<file path="src/verilog/outbound_route_pkg.sv">
// Constants, field positions and types shared by the outbound route header generator
package outbound_route_pkg;

  // ----------------------------------------------------------------
  // Transfer unit layout
  // ----------------------------------------------------------------
  localparam int CMD_W = 16;
  localparam int CMD_PAR_W = 2;
  localparam int AD_W = 64;
  localparam int AD_PAR_W = 8;
  localparam int PROC_ADDR_W = 36;
  localparam int GLOBAL_ADDR_W = 40;
  localparam int MASK_W = 8;
  localparam int SRC_ID_W = 12;
  localparam int STATION_W = 4;
  localparam int UNITS_W = 5;

  // ----------------------------------------------------------------
  // Field positions
  // ----------------------------------------------------------------
  localparam int SPACE_HI = 35;
  localparam int SPACE_LO = 32;
  localparam int STATION_HI = 39;
  localparam int STATION_LO = 36;
  localparam int LOCAL_SEL_HI = 27;
  localparam int LOCAL_SEL_LO = 26;
  localparam int SUBST_EN_BIT = 25;
  localparam int MASK_DATA_HI = 47;
  localparam int MASK_DATA_LO = 40;
  localparam int MASK_ENABLE_BIT = 8;

  // ----------------------------------------------------------------
  // Space selectors and local selectors
  // ----------------------------------------------------------------
  localparam logic [3:0] ORDINARY_MEMORY_SPACE = 4'hF;
  localparam logic [3:0] LOCAL_CARD_SPACE = 4'h1;
  localparam logic [3:0] REMOTE_INTR_SPACE = 4'h8;
  localparam logic [15:0] AUTO_OVERRIDE_MAP = 16'h02EC;
  localparam logic [1:0] SEL_FIFO = 2'h0;
  localparam logic [1:0] SEL_PARITY = 2'h1;

  // ----------------------------------------------------------------
  // Sequence lengths
  // ----------------------------------------------------------------
  localparam logic [4:0] SHORT_LINE_UNITS = 5'h08;
  localparam logic [4:0] LONG_LINE_UNITS = 5'h10;

  // ----------------------------------------------------------------
  // Register map and reset values
  // ----------------------------------------------------------------
  localparam logic [11:0] REG_MASK_OFS = 12'h000;
  localparam logic [11:0] REG_CONFIG_OFS = 12'h004;
  localparam logic [11:0] REG_STATUS_OFS = 12'h008;
  localparam logic [11:0] REG_SOURCE_OFS = 12'h00C;
  localparam logic [7:0] MASK_RESET = 8'h00;
  localparam logic [1:0] RESP_OKAY = 2'h0;
  localparam logic [1:0] RESP_SLVERR = 2'h2;
  localparam logic [1:0] STRAP_SETTLE = 2'h3;

  typedef enum logic [2:0] {
    KIND_READ_REQ = 3'h0,
    KIND_INTERVENTION = 3'h1,
    KIND_INVALIDATE = 3'h2,
    KIND_UNC_READ_RESP = 3'h3,
    KIND_UNC_WRITE = 3'h4,
    KIND_UPDATE = 3'h5,
    KIND_CACHED_READ_RESP = 3'h6,
    KIND_CACHED_WRITE = 3'h7
  } req_kind_t;

  typedef enum logic [1:0] {
    ST_IDLE = 2'h0,
    ST_DATA = 2'h1,
    ST_LOCAL_DATA = 2'h2,
    ST_ACK = 2'h3
  } seq_state_t;

endpackage

</file>
<file path="src/verilog/outbound_route_header_gen.sv">
// Outbound framer: header plus data units with routing fields, local space decode, AXI4-Lite regs
//
// Operation
// - Unit: 16 cmd, 2 parity, 64 data, 8 parity
// - Header units and data units are distinguished
// - One header then zero or more data
// - Header holds global address plus routing bits
// - Read requests send header only
// - Intervention and invalidation send header only
// - Uncached response, write, update: one data
// - Cached line transfers: 8 or 16 data
// - Whole sequence steered by its header
// - Ordinary space routes by address bits 39..36
// - Convert 36-bit address to 40-bit global
// - Decode station into mask bits 47..40
// - Source identifier fills bits 63..52
// - Software writable override mask register
// - Some spaces substitute override mask automatically
// - Continuous substitution until software disables it
// - Source bits never replaced by mask
// - Station address assigned at power-up
// - Local space uses bits 27..26 selector
// - Read 00 disables FIFO, replies acknowledge
// - Write 00 loads mask, enable; FIFO on
// - Read 01 parity off; write 01 loads, on
// - Selector 10 reaches interrupt and monitoring
// - Selector 11 reaches card local bus
// - Address bit 25 enable, data 47..40 mask
`timescale 1ns/1ps
`default_nettype none

module outbound_route_header_gen #(
  parameter int ADDR_W = 12
) (
  input wire logic aclk,
  input wire logic aresetn,
  input wire logic [outbound_route_pkg::SRC_ID_W-1:0] source_id_strap,
  input wire logic req_valid,
  output logic req_ready,
  input wire logic [2:0] req_kind,
  input wire logic [outbound_route_pkg::PROC_ADDR_W-1:0] req_addr,
  input wire logic [outbound_route_pkg::CMD_W-1:0] req_cmd,
  input wire logic dat_valid,
  output logic dat_ready,
  input wire logic [outbound_route_pkg::AD_W-1:0] dat_word,
  input wire logic [outbound_route_pkg::CMD_W-1:0] dat_id,
  output logic unit_valid,
  input wire logic unit_ready,
  output logic unit_is_header,
  output logic unit_last,
  output logic [outbound_route_pkg::CMD_W-1:0] unit_cmd,
  output logic [outbound_route_pkg::CMD_PAR_W-1:0] unit_cmd_par,
  output logic [outbound_route_pkg::AD_W-1:0] unit_ad,
  output logic [outbound_route_pkg::AD_PAR_W-1:0] unit_ad_par,
  output logic ack_valid,
  input wire logic ack_ready,
  output logic local_valid,
  output logic local_write,
  output logic [1:0] local_sel,
  output logic [outbound_route_pkg::GLOBAL_ADDR_W-1:0] local_addr,
  output logic [outbound_route_pkg::AD_W-1:0] local_wdata,
  output logic fifo_enable,
  output logic parity_check_enable,
  input wire logic [ADDR_W-1:0] s_axi_awaddr,
  input wire logic s_axi_awvalid,
  output logic s_axi_awready,
  input wire logic [31:0] s_axi_wdata,
  input wire logic [3:0] s_axi_wstrb,
  input wire logic s_axi_wvalid,
  output logic s_axi_wready,
  output logic [1:0] s_axi_bresp,
  output logic s_axi_bvalid,
  input wire logic s_axi_bready,
  input wire logic [ADDR_W-1:0] s_axi_araddr,
  input wire logic s_axi_arvalid,
  output logic s_axi_arready,
  output logic [31:0] s_axi_rdata,
  output logic [1:0] s_axi_rresp,
  output logic s_axi_rvalid,
  input wire logic s_axi_rready
);
  import outbound_route_pkg::*;

  // ----------------------------------------------------------------
  // Helper functions
  // ----------------------------------------------------------------
  function automatic logic [GLOBAL_ADDR_W-1:0] to_global(input logic [PROC_ADDR_W-1:0] pa);
    to_global = {pa[35:32], pa[31:28], 4'h0, pa[27:0]};
  endfunction

  function automatic logic [MASK_W-1:0] station_mask(input logic [STATION_W-1:0] stn);
    logic [MASK_W-1:0] m;
    m = 8'h00;
    m[3'h4 + {1'b0, stn[3:2]}] = 1'b1;
    m[{1'b0, stn[1:0]}] = 1'b1;
    station_mask = m;
  endfunction

  function automatic logic [AD_PAR_W-1:0] ad_parity(input logic [AD_W-1:0] w);
    logic [AD_PAR_W-1:0] p;
    p = 8'h00;
    for (int i = 0; i < AD_PAR_W; i++) begin
      p[i] = ^w[8*i +: 8];
    end
    ad_parity = p;
  endfunction

  function automatic logic [CMD_PAR_W-1:0] cmd_parity(input logic [CMD_W-1:0] c);
    cmd_parity = {^c[15:8], ^c[7:0]};
  endfunction

  function automatic logic [UNITS_W-1:0] units_for(input logic [2:0] k, input logic long_line);
    logic [UNITS_W-1:0] n;
    n = 5'h00;
    case (k)
      KIND_READ_REQ, KIND_INTERVENTION, KIND_INVALIDATE: n = 5'h00;
      KIND_UNC_READ_RESP, KIND_UNC_WRITE, KIND_UPDATE: n = 5'h01;
      default: n = long_line ? LONG_LINE_UNITS : SHORT_LINE_UNITS;
    endcase
    units_for = n;
  endfunction

  // ----------------------------------------------------------------
  // Source identifier capture
  // ----------------------------------------------------------------
  logic [SRC_ID_W-1:0] strap_meta_reg;
  logic [SRC_ID_W-1:0] strap_sync_reg;
  logic [SRC_ID_W-1:0] source_id_reg;
  logic [1:0] settle_reg;

  always_ff @(posedge aclk) begin
    if (!aresetn) begin
      strap_meta_reg <= '0;
      strap_sync_reg <= '0;
    end else begin
      strap_meta_reg <= source_id_strap;
      strap_sync_reg <= strap_meta_reg;
    end
  end

  always_ff @(posedge aclk) begin
    if (!aresetn) begin
      settle_reg <= 2'h0;
      source_id_reg <= '0;
    end else if (settle_reg != STRAP_SETTLE) begin
      settle_reg <= settle_reg + 2'h1;
      source_id_reg <= strap_sync_reg;
    end
  end

  // ----------------------------------------------------------------
  // Header construction
  // ----------------------------------------------------------------
  logic [GLOBAL_ADDR_W-1:0] req_global;
  logic [3:0] req_space;
  logic use_override;
  logic [MASK_W-1:0] route_mask;
  logic [AD_W-1:0] hdr_ad;
  logic [MASK_W-1:0] override_mask_reg;
  logic subst_enable_reg;
  logic long_line_reg;

  assign req_global = to_global(req_addr);
  assign req_space = req_global[SPACE_HI:SPACE_LO];

  always_comb begin
    use_override = AUTO_OVERRIDE_MAP[req_space];
    if (req_space == ORDINARY_MEMORY_SPACE || req_space == REMOTE_INTR_SPACE) begin
      use_override = subst_enable_reg;
    end
  end

  // Station bits decode unless the override mask is selected
  assign route_mask = use_override ? override_mask_reg :
                      station_mask(req_global[STATION_HI:STATION_LO]);
  // Source field always from the strap, never from the mask
  assign hdr_ad = {source_id_reg, 4'h0, route_mask, req_global};

  // ----------------------------------------------------------------
  // Sequence control
  // ----------------------------------------------------------------
  seq_state_t state_reg;
  logic [UNITS_W-1:0] remain_reg;
  logic [GLOBAL_ADDR_W-1:0] hold_addr_reg;
  logic slot_free;
  logic req_take;
  logic dat_take;
  logic is_local;
  logic local_is_write;
  logic local_mask_load;
  logic [MASK_W-1:0] local_mask_data;

  assign slot_free = !unit_valid || unit_ready;
  assign is_local = (req_space == LOCAL_CARD_SPACE);
  assign local_is_write = (req_kind == KIND_UNC_WRITE);
  assign req_ready = (state_reg == ST_IDLE) && slot_free;
  assign dat_ready = (state_reg == ST_LOCAL_DATA) || ((state_reg == ST_DATA) && slot_free);
  assign req_take = req_valid && req_ready;
  assign dat_take = dat_valid && dat_ready;
  assign local_mask_load = dat_take && (state_reg == ST_LOCAL_DATA) &&
                           !hold_addr_reg[LOCAL_SEL_HI];
  assign local_mask_data = dat_word[MASK_DATA_HI:MASK_DATA_LO];

  always_ff @(posedge aclk) begin
    if (!aresetn) begin
      state_reg <= ST_IDLE;
      remain_reg <= 5'h00;
      hold_addr_reg <= '0;
    end else begin
      case (state_reg)
        ST_IDLE: begin
          if (req_take) begin
            hold_addr_reg <= req_global;
            remain_reg <= units_for(req_kind, long_line_reg);
            if (is_local && local_is_write) begin
              state_reg <= ST_LOCAL_DATA;
            end else if (is_local) begin
              state_reg <= ST_ACK;
            end else if (units_for(req_kind, long_line_reg) != 5'h00) begin
              state_reg <= ST_DATA;
            end
          end
        end
        ST_DATA: begin
          if (dat_take) begin
            remain_reg <= remain_reg - 5'h01;
            if (remain_reg == 5'h01) begin
              state_reg <= ST_IDLE;
            end
          end
        end
        ST_LOCAL_DATA: begin
          if (dat_take) begin
            state_reg <= ST_IDLE;
          end
        end
        ST_ACK: begin
          if (ack_ready) begin
            state_reg <= ST_IDLE;
          end
        end
        default: state_reg <= ST_IDLE;
      endcase
    end
  end

  assign ack_valid = (state_reg == ST_ACK);

  // ----------------------------------------------------------------
  // Output unit register
  // ----------------------------------------------------------------
  always_ff @(posedge aclk) begin
    if (!aresetn) begin
      unit_valid <= 1'b0;
      unit_is_header <= 1'b0;
      unit_last <= 1'b0;
      unit_cmd <= '0;
      unit_cmd_par <= '0;
      unit_ad <= '0;
      unit_ad_par <= '0;
    end else if (req_take && !is_local) begin
      unit_valid <= 1'b1;
      unit_is_header <= 1'b1;
      unit_last <= (units_for(req_kind, long_line_reg) == 5'h00);
      unit_cmd <= req_cmd;
      unit_cmd_par <= cmd_parity(req_cmd);
      unit_ad <= hdr_ad;
      unit_ad_par <= ad_parity(hdr_ad);
    end else if (dat_take && state_reg == ST_DATA) begin
      // Data units carry no routing of their own; they follow the header
      unit_valid <= 1'b1;
      unit_is_header <= 1'b0;
      unit_last <= (remain_reg == 5'h01);
      unit_cmd <= dat_id;
      unit_cmd_par <= cmd_parity(dat_id);
      unit_ad <= dat_word;
      unit_ad_par <= ad_parity(dat_word);
    end else if (unit_ready) begin
      unit_valid <= 1'b0;
    end
  end

  // ----------------------------------------------------------------
  // Local resource port
  // ----------------------------------------------------------------
  always_ff @(posedge aclk) begin
    if (!aresetn) begin
      local_valid <= 1'b0;
      local_write <= 1'b0;
      local_sel <= 2'h0;
      local_addr <= '0;
      local_wdata <= '0;
    end else if (req_take && is_local && !local_is_write &&
                 req_global[LOCAL_SEL_HI]) begin
      local_valid <= 1'b1;
      local_write <= 1'b0;
      local_sel <= req_global[LOCAL_SEL_HI:LOCAL_SEL_LO];
      local_addr <= req_global;
      local_wdata <= '0;
    end else if (dat_take && state_reg == ST_LOCAL_DATA && hold_addr_reg[LOCAL_SEL_HI]) begin
      local_valid <= 1'b1;
      local_write <= 1'b1;
      local_sel <= hold_addr_reg[LOCAL_SEL_HI:LOCAL_SEL_LO];
      local_addr <= hold_addr_reg;
      local_wdata <= dat_word;
    end else begin
      local_valid <= 1'b0;
    end
  end

  // ----------------------------------------------------------------
  // FIFO and parity control
  // ----------------------------------------------------------------
  logic local_read_take;
  assign local_read_take = req_take && is_local && !local_is_write;

  always_ff @(posedge aclk) begin
    if (!aresetn) begin
      fifo_enable <= 1'b1;
    end else if (local_read_take &&
                 req_global[LOCAL_SEL_HI:LOCAL_SEL_LO] == SEL_FIFO) begin
      fifo_enable <= 1'b0;
    end else if (local_mask_load &&
                 hold_addr_reg[LOCAL_SEL_HI:LOCAL_SEL_LO] == SEL_FIFO) begin
      fifo_enable <= 1'b1;
    end
  end

  always_ff @(posedge aclk) begin
    if (!aresetn) begin
      parity_check_enable <= 1'b1;
    end else if (local_read_take &&
                 req_global[LOCAL_SEL_HI:LOCAL_SEL_LO] == SEL_PARITY) begin
      parity_check_enable <= 1'b0;
    end else if (local_mask_load &&
                 hold_addr_reg[LOCAL_SEL_HI:LOCAL_SEL_LO] == SEL_PARITY) begin
      parity_check_enable <= 1'b1;
    end
  end

  // ----------------------------------------------------------------
  // AXI4-Lite slave
  // ----------------------------------------------------------------
  logic aw_held_reg;
  logic w_held_reg;
  logic [ADDR_W-1:0] aw_addr_reg;
  logic [31:0] w_data_reg;
  logic [3:0] w_strb_reg;
  logic axi_wr;
  logic [11:0] wr_ofs;
  logic [11:0] rd_ofs;

  assign s_axi_awready = !aw_held_reg;
  assign s_axi_wready = !w_held_reg;
  assign axi_wr = aw_held_reg && w_held_reg && !s_axi_bvalid;
  assign wr_ofs = 12'(aw_addr_reg);
  assign rd_ofs = 12'(s_axi_araddr);

  always_ff @(posedge aclk) begin
    if (!aresetn) begin
      aw_held_reg <= 1'b0;
      aw_addr_reg <= '0;
    end else if (s_axi_awvalid && s_axi_awready) begin
      aw_held_reg <= 1'b1;
      aw_addr_reg <= s_axi_awaddr;
    end else if (axi_wr) begin
      aw_held_reg <= 1'b0;
    end
  end

  always_ff @(posedge aclk) begin
    if (!aresetn) begin
      w_held_reg <= 1'b0;
      w_data_reg <= '0;
      w_strb_reg <= '0;
    end else if (s_axi_wvalid && s_axi_wready) begin
      w_held_reg <= 1'b1;
      w_data_reg <= s_axi_wdata;
      w_strb_reg <= s_axi_wstrb;
    end else if (axi_wr) begin
      w_held_reg <= 1'b0;
    end
  end

  always_ff @(posedge aclk) begin
    if (!aresetn) begin
      s_axi_bvalid <= 1'b0;
      s_axi_bresp <= RESP_OKAY;
    end else if (axi_wr) begin
      s_axi_bvalid <= 1'b1;
      if (wr_ofs == REG_MASK_OFS || wr_ofs == REG_CONFIG_OFS) begin
        s_axi_bresp <= RESP_OKAY;
      end else if (wr_ofs == REG_STATUS_OFS || wr_ofs == REG_SOURCE_OFS) begin
        s_axi_bresp <= RESP_OKAY;
      end else begin
        s_axi_bresp <= RESP_SLVERR;
      end
    end else if (s_axi_bready) begin
      s_axi_bvalid <= 1'b0;
    end
  end

  // Override mask: a local-space write beats a bus write in the same cycle
  always_ff @(posedge aclk) begin
    if (!aresetn) begin
      override_mask_reg <= MASK_RESET;
      subst_enable_reg <= 1'b0;
    end else if (local_mask_load) begin
      override_mask_reg <= local_mask_data;
      subst_enable_reg <= hold_addr_reg[SUBST_EN_BIT];
    end else if (axi_wr && wr_ofs == REG_MASK_OFS) begin
      if (w_strb_reg[0]) begin
        override_mask_reg <= w_data_reg[MASK_W-1:0];
      end
      if (w_strb_reg[1]) begin
        subst_enable_reg <= w_data_reg[MASK_ENABLE_BIT];
      end
    end
  end

  always_ff @(posedge aclk) begin
    if (!aresetn) begin
      long_line_reg <= 1'b0;
    end else if (axi_wr && wr_ofs == REG_CONFIG_OFS && w_strb_reg[0]) begin
      long_line_reg <= w_data_reg[0];
    end
  end

  assign s_axi_arready = !s_axi_rvalid;

  always_ff @(posedge aclk) begin
    if (!aresetn) begin
      s_axi_rvalid <= 1'b0;
      s_axi_rdata <= '0;
      s_axi_rresp <= RESP_OKAY;
    end else if (s_axi_arvalid && s_axi_arready) begin
      s_axi_rvalid <= 1'b1;
      s_axi_rresp <= RESP_OKAY;
      if (rd_ofs == REG_MASK_OFS) begin
        s_axi_rdata <= {23'h000000, subst_enable_reg, override_mask_reg};
      end else if (rd_ofs == REG_CONFIG_OFS) begin
        s_axi_rdata <= {31'h00000000, long_line_reg};
      end else if (rd_ofs == REG_STATUS_OFS) begin
        s_axi_rdata <= {27'h0000000, state_reg, ack_valid, parity_check_enable, fifo_enable};
      end else if (rd_ofs == REG_SOURCE_OFS) begin
        s_axi_rdata <= {20'h00000, source_id_reg};
      end else begin
        s_axi_rdata <= '0;
        s_axi_rresp <= RESP_SLVERR;
      end
    end else if (s_axi_rready) begin
      s_axi_rvalid <= 1'b0;
    end
  end

endmodule

`default_nettype wire

</file>
<file path="config.mk">
export PLATFORM = sky130hd
export DESIGN_NAME = outbound_route_header_gen
export DESIGN_NICKNAME = d
export VERILOG_FILES = /design/src/verilog/outbound_route_pkg.sv /design/src/verilog/outbound_route_header_gen.sv
export SDC_FILE = /design/constraint.sdc
export NUM_CORES = 1
export LEC_CHECK = 0
export BUFFER_PORTS_ARGS = -buffer_cell sky130_fd_sc_hd__buf_4
export CAP_MARGIN = 20
export CELL_PAD_IN_SITES_DETAIL_PLACEMENT = 1
export CELL_PAD_IN_SITES_GLOBAL_PLACEMENT = 2
export CORE_ASPECT_RATIO = 1.1
export CORE_MARGIN = 5
export CORE_UTILIZATION = 29
export DETAILED_ROUTE_END_ITERATION = 8
export GPL_TIMING_DRIVEN = 0
export PLACE_DENSITY_LB_ADDON = 0.1
export REMOVE_ABC_BUFFERS = 1
export SLEW_MARGIN = 10
export SYNTH_ARGS = -nofsm -noshare
export SYNTH_HDL_FRONTEND = slang
export SYNTH_SLANG_ARGS = --single-unit
</file>
<file path="constraint.sdc">
create_clock -name aclk -period 1.7 [get_ports aclk]
set_input_delay 0 -clock aclk [delete_from_list [all_inputs] [get_ports aclk]]
set_output_delay 0 -clock aclk [all_outputs]
set_load 0.01 [all_outputs]
</file>
==> flow_summary.yaml <==
outcome:
  status: "finished with violations"
  violations: "setup timing"
place:
  numPortBuffers: 413
  gp_congestion: 0.755
  dp_hpwl_um: 40100
critical_path:
  crit_family: "simple AND/OR/NAND/NOR gates"
  crit_chain: "nor2_4 -> buf_6 -> and3_4 -> nand2_8 -> buf_12 -> nand2_8 -> buf_12 -> o22ai_2"
  worstSetupEndpointType: "register"
  critPathMaxStageDelay_ps: 380
  cp.arrival_ps: 2170
  r2r_cells: 8
  critPathSlowestCell: "dfxtp_4"
  cp.depth: 8
  cp.buffers_inverters: 3
  start_kind: "register"
  required_ps: 2130
  path_class: "register to register"
  crit_fanout: 8
timing:
  hold_viol: 0
  setup_viol: 12
  finalCriticalPeriod_ps: 1740
  clock.fmax_mhz: 575
  skew_ps: 7.93
  tightestPinTransition_ps: 975
  finalCritPeriodShare: 1.02
  rsz0062_at_grt: "true"
  maxSlewViolCount: 0
  worst_slack_ps: -39.5
  timing.hold.ws_ps: 13.2
  fin_setup_tns_ps: -183
  maxSlewHeadroom: 0.349
global_routing:
  gr-max-usage-layer: "met2"
  antenna_found_initial: 1
  grt.total_usage: 0.241
  overflow: 0
  grtUsageMet2: 0.427
  grt_use_met3: 0.0589
  grt_pass1_wl_um: 103000
  first_global_vias: 16600
  met1_usage: 0.289
  grt_max_degree: 109
flow_run:
  drv_cap: 0
synth:
  synth_area_per_cell_um2: 8.25
  yosysMostFrequentCell: "nand2_1"
  synth-edff-count: 0
  seq_area_frac_synth: 0.447
  ys_ff_latch: 329
  synth_common_cells: "521 x nand2_1, 329 x dfxtp_1, 184 x a21oi_1"
  syn_area_um2: 14700
  yosysUniqueCellTypes: 59
  synth_cells: 1785
  yosys_warnings: 0
  netlist.area_leader.share: 0.447
  yosys-top-cells-area: "dfxtp_1 45%, nand2_1 13%, xnor2_1 7.8%"
  ys.flop_type: "dfxtp_1"
  synth-async-reset-ratio: 0
  yosys.area.top_type: "dfxtp_1"
detailed_routing:
  first_iter_violations: 638
  vias_per_cell: 4.88
  detail-route-antenna-nets: 0
  drt-total-wl_um: 70300
  drc: 0
  drt_first_pass_iters: 4
  vias: 15100
  wire_per_inst_um: 22.7
power_and_ir_drop:
  ir_worst_vdd_v: 0.000724
  leakagePower_nw: 9.33
  p_per_area_nw_per_um2: 980
die:
  die_x_um: 225
  die_h_um: 246
  pin_count: 465
  core_um2: 50100
  row_count: 86
  floorplan.initialDensity: 0.294
  dieArea_um2: 55400
cts:
  cts_tree: "done"
  clkTransAtPathRegs_ps: 60
  clock-sinks: 329
  clock_latency_ps: 560
  cts-htree-levels: 2
  cts_buffers: 42
  cts.path.max_buffers: 3
  cts_root_buffer: "clkbuf_16"
final_layout:
  nNetsFinal: 2639
  layout-drive-gt1-share: 0.285
  syn_to_final_growth_pct: 58.2
worst_hold_path:
  holdCritPathClass: "input port to register"
  min_path_cells: 5
metrics by stage:
step	setup slack, ps	instances	total power, mW	area [µm²]	utilization
after floorplan	-2120	1656	10.5	14000	-
after global placement	-5460	2729	12.2	17900	0.357
after detailed placement	-1710	2742	12.3	18300	0.364
after CTS	-99.4	3080	23.0	23000	0.459
after global routing	-66.7	3094	23.8	23300	0.465
final	-39.5	3094	22.8	23300	0.465
where the power goes:
group / internal, mW / switching [mW] / leakage [nW]
Clock: 5.92 / 3.59 / 0.713
Combinational: 2.31 / 2.52 / 5.93
Sequential: 8.19 / 0.310 / 2.69
path summary, 6_finish.rpt:
path                           from           endpoint  slack [ps]
setup / recovery       state_reg[1]    unit_cmd_par[0]         -40
hold / removal      s_axi_araddr[3]     s_axi_rdata[4]          10
setup reg to reg       state_reg[1]    unit_cmd_par[0]         -40
hold reg to reg   strap_meta_reg[0]  strap_sync_reg[0]         430
cells by family (layout without fill, tap and decap cells):
family / count (synthesis) / count (layout) / synth area share
other: 1 / 27 / 0.000255
buffers and inverters: 172 / 781 / 0.0618
xor gates and xnor gates: 138 / 138 / 0.0821
muxes: 38 / 38 / 0.0267
AOI/OAI and AO/OA: 332 / 332 / 0.154
DFF: 329 / 329 / 0.447
adders and majority gates: 19 / 19 / 0.0161
and+or+nand+nor: 756 / 770 / 0.212
per-layer routing:
metal  share of wire  wire, µm
met5               0         0
met4           0.026      1850
met3           0.054      3790
met2            0.50     35000
met1            0.42     29600
layout by cell type (no fill, tap or decap), types with 12 or more instances in the layout:
cell type	Yosys	layout
nand2_1	521	516
buf_4	35	447
dfxtp_1	329	322
dlygate4sd3_1	0	187
a21oi_1	184	167
xnor2_1	132	132
nor2_1	142	128
a311oi_1	75	64
clkbuf_16	0	46
mux2i_1	37	37
a311oi_2	24	35
and2_1	27	27
nand3_1	29	27
conb_1	1	26
ha_1	19	18
buf_16	0	18
inv_1	17	17
a21oi_2	0	16
o21ai_0	21	15
nand2_8	0	12
buf_12	0	12
buf_6	10	12
what timing repair did:
item,4_1_cts,5_1_grt
endpoints found under the hold margin,289,10
gates cloned,27,4
endpoints found under the setup margin,235,205
resized for setup,108,47
hold buffers,185,3
pin swaps,23,18
setup buffers,51,10
worst min-delay path, cell delays in order:
cell and delay, ps:
buf_4 150, mux2i_1 160, o21ai_1 80, nand3_1 70
a21oi_1 50
layout make-up:
class | instances | area [µm²]
Fill cell | 5889 | 26800
Multi-Input combinational cell | 1323 | 7980
Sequential cell | 329 | 6600
Timing Repair Buffer | 688 | 6370
Clock buffer | 58 | 1180
Tap cell | 660 | 826
Clock inverter | 17 | 267
Inverter | 18 | 75.1
Antenna cell | 1 | 2.50
No activity file was read; power rests on OpenSTA's default activity.
